**src/verilog/lgwc_pkg.sv**
```systemverilog
package lgwc_pkg;

   ////////////////////////////////////////////////////////////////////////////
   // Bus geometry: byte address is four times the register index
   localparam int unsigned ADDR_W    = 12;
   localparam int unsigned DATA_W    = 32;
   localparam int unsigned IDX_LSB   = 2;
   localparam int unsigned IDX_MSB   = 9;

   ////////////////////////////////////////////////////////////////////////////
   // Register indices
   localparam logic [7:0] IDX_ACT       = 8'h30;
   localparam logic [7:0] IDX_BASE_HI   = 8'h60;
   localparam logic [7:0] IDX_BASE_LO   = 8'h61;
   localparam logic [7:0] IDX_PORT_BASE = 8'hE0;
   localparam logic [7:0] IDX_P5_DIR    = 8'hE0;
   localparam logic [7:0] IDX_P5_DATA   = 8'hE1;
   localparam logic [7:0] IDX_P5_INV    = 8'hE2;
   localparam logic [7:0] IDX_P5_STAT   = 8'hE3;
   localparam logic [7:0] IDX_P6_DIR    = 8'hE4;
   localparam logic [7:0] IDX_P6_DATA   = 8'hE5;
   localparam logic [7:0] IDX_P6_INV    = 8'hE6;
   localparam logic [7:0] IDX_P6_STAT   = 8'hE7;
   localparam logic [7:0] IDX_WD_MODE   = 8'hF5;
   localparam logic [7:0] IDX_WD_COUNT  = 8'hF6;
   localparam logic [7:0] IDX_WD_CTRL   = 8'hF7;

   // Offsets inside one port's group of four
   localparam int unsigned PORT_STRIDE  = 4;
   localparam int unsigned OFF_DIR      = 0;
   localparam int unsigned OFF_DATA     = 1;
   localparam int unsigned OFF_INV      = 2;
   localparam int unsigned OFF_STAT     = 3;

   ////////////////////////////////////////////////////////////////////////////
   // Reset values
   localparam logic [7:0] RST_ACT       = 8'h02;
   localparam logic [7:0] RST_BASE      = 8'h00;
   localparam logic [7:0] RST_DIR       = 8'hFF;
   localparam logic [7:0] RST_P5_DATA   = 8'h00;
   localparam logic [7:0] RST_P6_DATA   = 8'h1F;
   localparam logic [7:0] RST_ZERO      = 8'h00;

   ////////////////////////////////////////////////////////////////////////////
   // Field positions and writable masks
   localparam int unsigned ACT_WD_BIT     = 0;
   localparam int unsigned ACT_P5_BIT     = 1;
   localparam int unsigned ACT_P6_BIT     = 2;
   localparam logic [7:0]  ACT_MASK       = 8'h07;
   localparam logic [7:0]  BASE_LO_MASK   = 8'hFC;
   localparam int unsigned MODE_KEYBOARD_RESET_PIN_BIT = 1;
   localparam int unsigned MODE_KBC_BIT   = 2;
   localparam int unsigned MODE_MIN_BIT   = 3;
   localparam int unsigned MODE_FAST_BIT  = 4;
   localparam logic [7:0]  MODE_MASK      = 8'h1E;
   localparam int unsigned CTRL_STAT_BIT  = 4;
   localparam int unsigned CTRL_TRIG_BIT  = 5;
   localparam logic [7:0]  CTRL_KEEP_MASK = 8'hCF;

   ////////////////////////////////////////////////////////////////////////////
   // Timing
   localparam int unsigned CLK_HZ        = 10_000_000;
   localparam int unsigned CLK_PERIOD_NS = 100;
   localparam int unsigned SEC_UNIT_S    = 1;
   localparam int unsigned MIN_UNIT_S    = 60;
   localparam int unsigned FAST_DIV      = 1000;
   localparam int unsigned SEC_CYC       = CLK_HZ * SEC_UNIT_S;
   localparam int unsigned MIN_CYC       = CLK_HZ * MIN_UNIT_S;
   localparam int unsigned KB_PULSE_NS   = 1000;
   localparam int unsigned KB_PULSE_CYC  = (KB_PULSE_NS + CLK_PERIOD_NS - 1) / CLK_PERIOD_NS;
   localparam logic [7:0]  KB_PULSE_LEN  = 8'(KB_PULSE_CYC);

endpackage

```
**src/verilog/lgwc_wdog_if.sv**
```systemverilog
`timescale 1ns/10ps
interface lgwc_wdog_if;
   logic       load;
   logic [7:0] load_val;
   logic       unit_min;
   logic       fast;
   logic       kbc_evt_en;
   logic       keyboard_reset_pin_en;
   logic       kbc_rise;
   logic       sw_trig;
   logic       sw_clr;
   logic [7:0] count;
   logic       expired;
   logic       keyboard_reset_pin_pulse;

   modport ctrl (output load, load_val, unit_min, fast, kbc_evt_en, keyboard_reset_pin_en,
                 output kbc_rise, sw_trig, sw_clr,
                 input  count, expired, keyboard_reset_pin_pulse);
   modport timer (input  load, load_val, unit_min, fast, kbc_evt_en, keyboard_reset_pin_en,
                  input  kbc_rise, sw_trig, sw_clr,
                  output count, expired, keyboard_reset_pin_pulse);
endinterface

```
**src/verilog/lgwc_wdog.sv**
```systemverilog
`timescale 1ns/10ps
module lgwc_wdog #(
   parameter int unsigned SEC_CYCLES = lgwc_pkg::SEC_CYC,
   parameter int unsigned MIN_CYCLES = lgwc_pkg::MIN_CYC
) (
   input  wire logic   clk_i,
   input  wire logic   rst_n_i,
   lgwc_wdog_if.timer  wd
);

   localparam logic [31:0] SEC_LAST  = 32'(SEC_CYCLES - 1);
   localparam logic [31:0] MIN_LAST  = 32'(MIN_CYCLES - 1);
   localparam logic [31:0] FSEC_LAST = 32'(SEC_CYCLES / lgwc_pkg::FAST_DIV - 1);
   localparam logic [31:0] FMIN_LAST = 32'(MIN_CYCLES / lgwc_pkg::FAST_DIV - 1);

   logic [31:0] presc_reg;
   logic [31:0] presc_next;
   logic [7:0]  count_reg;
   logic [7:0]  count_next;
   logic        expired_reg;
   logic        expired_next;
   logic [7:0]  pulse_reg;
   logic [7:0]  pulse_next;

   wire [31:0] unit_last = wd.unit_min ? (wd.fast ? FMIN_LAST : MIN_LAST)
                                       : (wd.fast ? FSEC_LAST : SEC_LAST);
   wire running = (count_reg != 8'h00);
   wire tick    = running && (presc_reg >= unit_last);
   wire expire  = tick && (count_reg == 8'h01);
   wire timeout = expire | (wd.kbc_evt_en & wd.kbc_rise) | wd.sw_trig;

   ////////////////////////////////////////////////////////////////////////////
   // Prescaler restarts on every load so the first unit is a full one
   assign presc_next   = (wd.load || !running || tick) ? 32'h0000_0000 : presc_reg + 32'h0000_0001;
   assign count_next   = wd.load ? wd.load_val
                                 : (tick ? count_reg - 8'h01 : count_reg);
   // Set beats a same-cycle software clear
   assign expired_next = timeout ? 1'b1
                                 : ((wd.sw_clr || wd.load) ? 1'b0 : expired_reg);
   assign pulse_next   = (timeout && wd.keyboard_reset_pin_en) ? lgwc_pkg::KB_PULSE_LEN
                                 : ((pulse_reg != 8'h00) ? pulse_reg - 8'h01 : pulse_reg);

   always_ff @(posedge clk_i) begin
      if (!rst_n_i) begin
         presc_reg   <= 32'h0000_0000;
         count_reg   <= 8'h00;
         expired_reg <= 1'b0;
         pulse_reg   <= 8'h00;
      end else begin
         presc_reg   <= presc_next;
         count_reg   <= count_next;
         expired_reg <= expired_next;
         pulse_reg   <= pulse_next;
      end
   end

   assign wd.count       = count_reg;
   assign wd.expired     = expired_reg;
   assign wd.keyboard_reset_pin_pulse = (pulse_reg != 8'h00);

endmodule

```
**src/verilog/lgwc_top.sv**
```systemverilog
// Decided for this implementation: the APB interface to the registers.
`timescale 1ns/10ps
module lgwc_top #(
   parameter int unsigned SEC_CYCLES = lgwc_pkg::SEC_CYC,
   parameter int unsigned MIN_CYCLES = lgwc_pkg::MIN_CYC
) (
   input  wire logic        CLK_I,
   input  wire logic        RST_N_I,
   input  wire logic        PSEL_I,
   input  wire logic        PENABLE_I,
   input  wire logic        PWRITE_I,
   input  wire logic [11:0] PADDR_I,
   input  wire logic [31:0] PWDATA_I,
   output logic      [31:0] PRDATA_O,
   output logic             PREADY_O,
   output logic             PSLVERR_O,
   input  wire logic [7:0]  PORT_FIVE_PINS_I,
   output logic      [7:0]  PORT_FIVE_PINS_O,
   output logic      [7:0]  PORT_FIVE_PINS_OE_O,
   input  wire logic [7:0]  PORT_SIX_PINS_I,
   output logic      [7:0]  PORT_SIX_PINS_O,
   output logic      [7:0]  PORT_SIX_PINS_OE_O,
   input  wire logic        KEYBOARD_CTRL_RESET_LINE_I,
   output logic             KEYBOARD_RESET_PIN_O,
   output logic             KEYBOARD_RESET_PIN_OE_O,
   output logic             WATCHDOG_TIMEOUT_OUT_N_O,
   output logic             POWER_LED_O,
   output logic      [15:0] PORT_BASE_ADDR_O
);

   localparam int unsigned NPORT = 2;

   ////////////////////////////////////////////////////////////////////////////
   // Index of a register inside a port's group
   function automatic logic [7:0] port_idx(input int unsigned p, input int unsigned off);
      port_idx = 8'(lgwc_pkg::IDX_PORT_BASE + lgwc_pkg::PORT_STRIDE * p + off);
   endfunction

   ////////////////////////////////////////////////////////////////////////////
   // APB decode
   wire [7:0] idx       = PADDR_I[lgwc_pkg::IDX_MSB:lgwc_pkg::IDX_LSB];
   wire       addr_ok   = (PADDR_I[11:10] == 2'h0) && (PADDR_I[1:0] == 2'h0);
   wire       acc_phase = PSEL_I & PENABLE_I;
   wire       set_phase = PSEL_I & ~PENABLE_I;
   logic      mapped;
   wire       wr_en     = acc_phase & PWRITE_I & addr_ok & mapped;
   wire       rd_setup  = set_phase & ~PWRITE_I;
   wire       rd_acc    = acc_phase & ~PWRITE_I & addr_ok;
   wire [7:0] wdata     = PWDATA_I[7:0];

   // Zero wait states; error only for unmapped or misaligned words
   assign PREADY_O  = 1'b1;
   assign PSLVERR_O = acc_phase & ~(addr_ok & mapped);

   ////////////////////////////////////////////////////////////////////////////
   // Function and base address registers
   logic [7:0] act_reg;
   logic [7:0] act_next;
   logic [7:0] base_hi_reg;
   logic [7:0] base_hi_next;
   logic [7:0] base_lo_reg;
   logic [7:0] base_lo_next;
   logic [7:0] mode_reg;
   logic [7:0] mode_next;
   logic [7:0] ctrl_reg;
   logic [7:0] ctrl_next;

   wire wr_act   = wr_en && (idx == lgwc_pkg::IDX_ACT);
   wire wr_bhi   = wr_en && (idx == lgwc_pkg::IDX_BASE_HI);
   wire wr_blo   = wr_en && (idx == lgwc_pkg::IDX_BASE_LO);
   wire wr_mode  = wr_en && (idx == lgwc_pkg::IDX_WD_MODE);
   wire wr_count = wr_en && (idx == lgwc_pkg::IDX_WD_COUNT);
   wire wr_ctrl  = wr_en && (idx == lgwc_pkg::IDX_WD_CTRL);

   assign act_next     = wr_act  ? (wdata & lgwc_pkg::ACT_MASK) : act_reg;
   assign base_hi_next = wr_bhi  ? wdata : base_hi_reg;
   // Low two address bits held at zero for word alignment
   assign base_lo_next = wr_blo  ? (wdata & lgwc_pkg::BASE_LO_MASK) : base_lo_reg;
   assign mode_next    = wr_mode ? (wdata & lgwc_pkg::MODE_MASK) : mode_reg;
   assign ctrl_next    = wr_ctrl ? (wdata & lgwc_pkg::CTRL_KEEP_MASK) : ctrl_reg;

   always_ff @(posedge CLK_I) begin
      if (!RST_N_I) begin
         act_reg     <= lgwc_pkg::RST_ACT;
         base_hi_reg <= lgwc_pkg::RST_BASE;
         base_lo_reg <= lgwc_pkg::RST_BASE;
         mode_reg    <= lgwc_pkg::RST_ZERO;
         ctrl_reg    <= lgwc_pkg::RST_ZERO;
      end else begin
         act_reg     <= act_next;
         base_hi_reg <= base_hi_next;
         base_lo_reg <= base_lo_next;
         mode_reg    <= mode_next;
         ctrl_reg    <= ctrl_next;
      end
   end

   wire wd_active = act_reg[lgwc_pkg::ACT_WD_BIT];
   wire [NPORT-1:0] port_act = {act_reg[lgwc_pkg::ACT_P6_BIT],
                                act_reg[lgwc_pkg::ACT_P5_BIT]};

   assign PORT_BASE_ADDR_O = {base_hi_reg, base_lo_reg};

   ////////////////////////////////////////////////////////////////////////////
   // Read capture; the captured status byte is also the clear mask
   logic [31:0] prdata_reg;
   logic [31:0] prdata_next;
   logic [7:0]  rd_mux;

   assign prdata_next = rd_setup ? ((addr_ok && mapped) ? {24'h00_0000, rd_mux} : 32'h0000_0000)
                                 : prdata_reg;

   always_ff @(posedge CLK_I) begin
      if (!RST_N_I) begin
         prdata_reg <= 32'h0000_0000;
      end else begin
         prdata_reg <= prdata_next;
      end
   end

   assign PRDATA_O = prdata_reg;

   ////////////////////////////////////////////////////////////////////////////
   // General-purpose ports
   wire  [NPORT-1:0][7:0] pin_in = {PORT_SIX_PINS_I, PORT_FIVE_PINS_I};
   logic [NPORT-1:0][7:0] dir_w;
   logic [NPORT-1:0][7:0] inv_w;
   logic [NPORT-1:0][7:0] stat_w;
   logic [NPORT-1:0][7:0] data_rd_w;
   logic [NPORT-1:0][7:0] pin_out_w;
   logic [NPORT-1:0][7:0] pin_oe_w;

   genvar gp;
   generate
      for (gp = 0; gp < NPORT; gp = gp + 1) begin : g_port
         localparam logic [7:0] DATA_RST = (gp == 0) ? lgwc_pkg::RST_P5_DATA : lgwc_pkg::RST_P6_DATA;

         logic [7:0] dir_reg;
         logic [7:0] dir_next;
         logic [7:0] data_reg;
         logic [7:0] data_next;
         logic [7:0] inv_reg;
         logic [7:0] inv_next;
         logic [7:0] stat_reg;
         logic [7:0] stat_next;
         logic [7:0] sync1_reg;
         logic [7:0] sync2_reg;
         logic [7:0] prev_reg;

         wire wr_dir  = wr_en && (idx == port_idx(gp, lgwc_pkg::OFF_DIR));
         wire wr_data = wr_en && (idx == port_idx(gp, lgwc_pkg::OFF_DATA));
         wire wr_inv  = wr_en && (idx == port_idx(gp, lgwc_pkg::OFF_INV));
         wire rd_stat = rd_acc && (idx == port_idx(gp, lgwc_pkg::OFF_STAT));

         // Any transition of the synchronized level, while the port is active
         wire [7:0] edge_hit = (sync2_reg ^ prev_reg) & {8{port_act[gp]}};
         wire [7:0] clr_mask = rd_stat ? prdata_reg[7:0] : 8'h00;

         assign dir_next  = wr_dir ? wdata : dir_reg;
         // Only bits programmed as outputs take the written value
         assign data_next = wr_data ? ((wdata & ~dir_reg) | (data_reg & dir_reg))
                                    : data_reg;
         assign inv_next  = wr_inv ? wdata : inv_reg;
         // Clear only what the read returned; a new edge always sets
         assign stat_next = (stat_reg & ~clr_mask) | edge_hit;

         always_ff @(posedge CLK_I) begin
            if (!RST_N_I) begin
               dir_reg   <= lgwc_pkg::RST_DIR;
               data_reg  <= DATA_RST;
               inv_reg   <= lgwc_pkg::RST_ZERO;
               stat_reg  <= lgwc_pkg::RST_ZERO;
               sync1_reg <= 8'h00;
               sync2_reg <= 8'h00;
               prev_reg  <= 8'h00;
            end else begin
               dir_reg   <= dir_next;
               data_reg  <= data_next;
               inv_reg   <= inv_next;
               stat_reg  <= stat_next;
               sync1_reg <= pin_in[gp];
               sync2_reg <= sync1_reg;
               prev_reg  <= sync2_reg;
            end
         end

         assign dir_w[gp]     = dir_reg;
         assign inv_w[gp]     = inv_reg;
         assign stat_w[gp]    = stat_reg;
         assign data_rd_w[gp] = (data_reg & ~dir_reg) | ((sync2_reg ^ inv_reg) & dir_reg);
         assign pin_out_w[gp] = data_reg ^ inv_reg;
         // Inactive port floats every pin
         assign pin_oe_w[gp]  = ~dir_reg & {8{port_act[gp]}};
      end
   endgenerate

   assign PORT_FIVE_PINS_O    = pin_out_w[0];
   assign PORT_FIVE_PINS_OE_O = pin_oe_w[0];
   assign PORT_SIX_PINS_O     = pin_out_w[1];
   assign PORT_SIX_PINS_OE_O  = pin_oe_w[1];

   ////////////////////////////////////////////////////////////////////////////
   // Keyboard controller reset line
   logic kbc_sync1_reg;
   logic kbc_sync2_reg;
   logic kbc_prev_reg;

   always_ff @(posedge CLK_I) begin
      if (!RST_N_I) begin
         kbc_sync1_reg <= 1'b0;
         kbc_sync2_reg <= 1'b0;
         kbc_prev_reg  <= 1'b0;
      end else begin
         kbc_sync1_reg <= KEYBOARD_CTRL_RESET_LINE_I;
         kbc_sync2_reg <= kbc_sync1_reg;
         kbc_prev_reg  <= kbc_sync2_reg;
      end
   end

   ////////////////////////////////////////////////////////////////////////////
   // Watchdog timer
   lgwc_wdog_if wd_if ();

   assign wd_if.load       = wr_count;
   assign wd_if.load_val   = wdata;
   assign wd_if.unit_min   = mode_reg[lgwc_pkg::MODE_MIN_BIT];
   assign wd_if.fast       = mode_reg[lgwc_pkg::MODE_FAST_BIT];
   assign wd_if.kbc_evt_en = mode_reg[lgwc_pkg::MODE_KBC_BIT];
   // Reset pulse routed only while the watchdog function is active
   assign wd_if.keyboard_reset_pin_en   = mode_reg[lgwc_pkg::MODE_KEYBOARD_RESET_PIN_BIT] & wd_active;
   assign wd_if.kbc_rise   = kbc_sync2_reg & ~kbc_prev_reg;
   assign wd_if.sw_trig    = wr_ctrl & wdata[lgwc_pkg::CTRL_TRIG_BIT];
   assign wd_if.sw_clr     = wr_ctrl & ~wdata[lgwc_pkg::CTRL_STAT_BIT];

   lgwc_wdog #(
      .SEC_CYCLES (SEC_CYCLES),
      .MIN_CYCLES (MIN_CYCLES)
   ) u_wdog (
      .clk_i   (CLK_I),
      .rst_n_i (RST_N_I),
      .wd      (wd_if.timer)
   );

   assign WATCHDOG_TIMEOUT_OUT_N_O = ~(wd_active & wd_if.expired);
   assign POWER_LED_O              = wd_active;
   // Open drain: only ever pulls low
   assign KEYBOARD_RESET_PIN_O     = 1'b0;
   assign KEYBOARD_RESET_PIN_OE_O  = wd_if.keyboard_reset_pin_pulse;

   ////////////////////////////////////////////////////////////////////////////
   // Read selection
   wire [7:0] ctrl_rd = {ctrl_reg[7:6], 1'b0, wd_if.expired, ctrl_reg[3:0]};

   always_comb begin
      mapped = 1'b1;
      rd_mux = 8'h00;
      case (idx)
         lgwc_pkg::IDX_ACT: begin
            rd_mux = act_reg;
         end
         lgwc_pkg::IDX_BASE_HI: begin
            rd_mux = base_hi_reg;
         end
         lgwc_pkg::IDX_BASE_LO: begin
            rd_mux = base_lo_reg;
         end
         lgwc_pkg::IDX_P5_DIR: begin
            rd_mux = dir_w[0];
         end
         lgwc_pkg::IDX_P5_DATA: begin
            rd_mux = data_rd_w[0];
         end
         lgwc_pkg::IDX_P5_INV: begin
            rd_mux = inv_w[0];
         end
         lgwc_pkg::IDX_P5_STAT: begin
            rd_mux = stat_w[0];
         end
         lgwc_pkg::IDX_P6_DIR: begin
            rd_mux = dir_w[1];
         end
         lgwc_pkg::IDX_P6_DATA: begin
            rd_mux = data_rd_w[1];
         end
         lgwc_pkg::IDX_P6_INV: begin
            rd_mux = inv_w[1];
         end
         lgwc_pkg::IDX_P6_STAT: begin
            rd_mux = stat_w[1];
         end
         lgwc_pkg::IDX_WD_MODE: begin
            rd_mux = mode_reg;
         end
         lgwc_pkg::IDX_WD_COUNT: begin
            rd_mux = wd_if.count;
         end
         lgwc_pkg::IDX_WD_CTRL: begin
            rd_mux = ctrl_rd;
         end
         default: begin
            mapped = 1'b0;
         end
      endcase
   end

endmodule

```
**config.mk**
```make
export PLATFORM = sky130hd
export DESIGN_NAME = lgwc_top
export DESIGN_NICKNAME = d
export VERILOG_FILES = /design/src/verilog/lgwc_pkg.sv /design/src/verilog/lgwc_wdog_if.sv /design/src/verilog/lgwc_wdog.sv /design/src/verilog/lgwc_top.sv
export SDC_FILE = /design/constraint.sdc
export NUM_CORES = 1
export LEC_CHECK = 0
export BUFFER_PORTS_ARGS = -buffer_cell sky130_fd_sc_hd__buf_2
export CAP_MARGIN = 20
export CORE_MARGIN = 5
export CORE_UTILIZATION = 58
export DETAILED_ROUTE_END_ITERATION = 10
export GPL_ROUTABILITY_DRIVEN = 0
export PLACE_DENSITY = 0.81
export SLEW_MARGIN = 20
export SYNTH_ARGS = -nofsm -noshare
export SYNTH_HDL_FRONTEND = slang
export SYNTH_HIERARCHICAL = 1
export SYNTH_SLANG_ARGS = --single-unit
```
**constraint.sdc**
```tcl
create_clock -name CLK_I -period 3.5 [get_ports CLK_I]
set_clock_uncertainty 0.05 [all_clocks]
set_input_delay 0.35 -clock CLK_I [delete_from_list [all_inputs] [get_ports CLK_I]]
set_output_delay 0.35 -clock CLK_I [all_outputs]
set_load 0.02 [all_outputs]
```
==> metrics <==
Syn Std Cell Area=10400 um2; Seq/Total Area, Yosys=38.3%; CTS resizes=0; Post-Layout Cell Count=1470; period utilization=approximately 92%; pin count of the biggest net entering global routing=78; r2r worst-path depth=12; clock buffer count from CTS=17; vias in the first global route=8152; die area=20700 um2; top_reg_cell synth=dfxtp_1; via/cell ratio=slightly below 6; multi-input logic area=5890 um2; Crit Path Class=reg -> reg; I/O pins=approximately 150; RSZ-0062 raised after global routing=false; CTS tree=done; Hold Path Stages=2; via count=8710; Root Buffer Master=clkbuf_16; Iteration-0 DRC Markers=between 800 and 900; layout cells sized above 1=between 15 and 20%; fill count=1476; cells after synthesis=between 1k and 1.5k; GR peak layer=met2; Worst slew margin=between 30% and 40%; P_leak=roughly 0.0046 uW; # Max-Cap Violations=0; antenna violations before repair=0; worst-margin pin slew=0.901 ns; r2r endpoint=u_wdog/presc_reg[19]; synthesized flop and latch total=199; DP Wirelength=around 20000 um; Remaining DRCs=0; required time of the worst setup path=3.83 ns; Pre-antenna DRT Iters=6; Final ANT Viol Nets=0; clk_lat worst skew=0.44 ns; FFs w/ async S/R, synth=0%; Largest register FFs=32; number of flops mapped to enable cells by yosys=0; hold path startpoint=PORT_SIX_PINS_I[2]; Setup TNS=0 ns; met3 Track Usage GR=under 10%; Fin. Hold Viols=0; reg2reg start=mode_reg[4]; Reg area=roughly 4000 um2; WL final=roughly 27000 um; post-synth top area share=38.3%; Overflow after GRT=0; highest clock rate=0.312 GHz; Synth area leaders=dfxtp_1 38%, mux2i_1 5.2%, xor2_1 4.3%, nand2_1 4.2%, nor2b_1 3.5%; register-to-register setup slack=0.29 ns; Chip Width=roughly 140 um; CP cell instances=inv_1 > ha_1 > inv_1 > ha_1 > a211o_1 > a21oi_1 > o211ai_1 > nor4_4 > nor2_2 > or3_2 > buf_12 > nor2_4; min Tclk post-route=between 3 and 4 ns; Hold/Removal Path Class=in -> reg; P per Cell Area=481 nW/um2; Setup Viol. Count Final=0; Tot GR Track Use=26.3%; Die Height=144 um; setup bufs post-CTS=0; Rows=49; Initial Util=58.3%; met2 GRT Util=roughly 43%; Slew Limit Fails=0; Cells after DPL=1438; clk slew on worst S/H paths=approximately 0.080 ns; startpoint types=flip-flop; CP peak stage delay=between 0.4 and 0.5 ns; Worst Path Max Fanout=23; Peak VDD IR=0.442 mV; met1 global-route usage=34.0%; Layout Nets=1321; Routed WL per cell=18.7 um; endpoint class of the critical path=flip-flop; status=finished clean; Core ar.=~18000 um2; Hold EP=g_port[1].sync1_reg[2]; area leader, netlist=dfxtp_1; H-Tree Depth=4; area grow syn2layout=10.4%; Netlist cell types=81; clk sinks=199; global-route wire length before repair=42700 um; CP arrival=between 3 and 4 ns; warnings from Yosys=6; diode count=0; Crit-path slowest cell=or3_2; Avg Cell Area, Syn=8.95 um2; Bufs on Longest Clock Path=2; CTS Hold Buffers Added=0; IO Port Bufs=99
-- worst max-delay path by stage --
| stage | end | cells after the start | from |
|---|---|---|---|
| after floorplan | u_wdog/presc_reg[30] | 12 | PADDR_I[11] |
| final | u_wdog/presc_reg[19] | 12 | mode_reg[4] |
| after global placement | u_wdog/presc_reg[13] | 12 | mode_reg[4] |
| after detailed placement | u_wdog/presc_reg[12] | 12 | mode_reg[4] |
| after global routing | u_wdog/presc_reg[26] | 12 | mode_reg[4] |
| after CTS | u_wdog/presc_reg[14] | 12 | mode_reg[4] |
-- report_power, final --
group	switching, uW	leakage, uW	internal [uW]
sequential	106	0.00162	2370
clock	999	0.000287	967
combinational	671	0.00265	405
-- cell usage after synthesis, types with 6 or more instances --
master    count
nor4_1        7
a21boi_0     33
a211oi_1     10
a21oi_1      23
a31oi_1       8
nand4_1       8
nand3_1      68
mux2i_1      54
nor2_1       41
nor2_4       28
clkbuf_1     55
mux2_2        7
o21ai_0      40
buf_4        28
o211ai_1      6
a22oi_1       7
dfxtp_1     199
nor3b_1       7
nand2_1     117
nor2b_1      59
or3_1         8
nor3_1       31
and3_1       17
inv_1        25
nand4b_1      7
xor2_1       51
ha_1         27
xnor2_1      33
and2_1       58
-- final cells by class --
class / instances / share of cell area, %
Timing Repair Buffer: 113 / 5.36
Clock buffer: 17 / 3.71
Inverter: 25 / 0.817
Tap cell: 229 / 2.50
Clock inverter: 15 / 1.61
Sequential cell: 199 / 34.7
Multi-Input combinational cell: 872 / 51.3
-- per-stage QoR --
| stage | hold slack [ns] | util [%] | total power [uW] | cell area [um2] | worst slack, ns |
|---|---|---|---|---|---|
| floorplan | 0.362 | - | 3450 | 10500 | 0.562 |
| global placement | 0.363 | 60.9 | 3540 | 10900 | 0.449 |
| detailed placement | 0.370 | 60.9 | 3570 | 10900 | 0.351 |
| CTS | 0.0406 | 64.4 | 5530 | 11500 | 0.313 |
| global route | 0.0500 | 64.4 | 5770 | 11500 | 0.0891 |
| finish | 0.0502 | 64.4 | 5520 | 11500 | 0.290 |
-- logic make-up (layout without fill, tap and decap cells) --
family                     Yosys count  after routing  synth area share, %
AOI/OAI and AO/OA                  176            176                 11.7
DFF                                199            199                 38.3
buffers and inverters              117            170                 6.03
adders and majority gates           27             27                 3.25
and+or+nand+nor                    495            495                 27.6
muxes                               61             61                 5.95
xor gates and xnor gates            84             84                 7.07
other                                3             29                0.108
-- worst max-delay path: cells and delay by family, from the launching register on --
family / cells / cell delay, ns
and+or+nand+nor: 4 / 1.09
AOI/OAI and AO/OA: 3 / 0.65
adders and majority gates: 2 / 0.50
buffers and inverters: 3 / 0.49
DFF: 1 / 0.34
-- per-layer routing --
| layer | share of wire [%] | vias up | routed length [um] |
|---|---|---|---|
| met4 | 3.0 | 0 | 837 |
| met2 | 47 | 417 | 13000 |
| met1 | 40 | 4115 | 11100 |
| met3 | 9.3 | 68 | 2540 |
| li1 | - | 4110 | - |
| met5 | 0 | - | 0 |
-- cells in the final DEF, fill, tap and decap left out, drive strengths merged, types with 8 or more instances in the layout --
master | netlist | layout
dfxtp | 199 | 199
nand2 | 118 | 118
buf | 36 | 113
nor2 | 72 | 72
nand3 | 68 | 68
nor2b | 59 | 59
and2 | 58 | 58
mux2i | 54 | 54
xor2 | 51 | 51
o21ai | 42 | 42
nor3 | 35 | 35
a21boi | 33 | 33
xnor2 | 33 | 33
conb | 3 | 29
inv | 25 | 29
ha | 27 | 27
a21oi | 23 | 23
and3 | 18 | 18
clkbuf | 56 | 17
a211oi | 10 | 10
or3 | 10 | 10
nor4 | 9 | 9
clkinv | 0 | 9
nand4 | 8 | 8
a31oi | 8 | 8
Note: power is estimated with default switching activity, not from simulation.
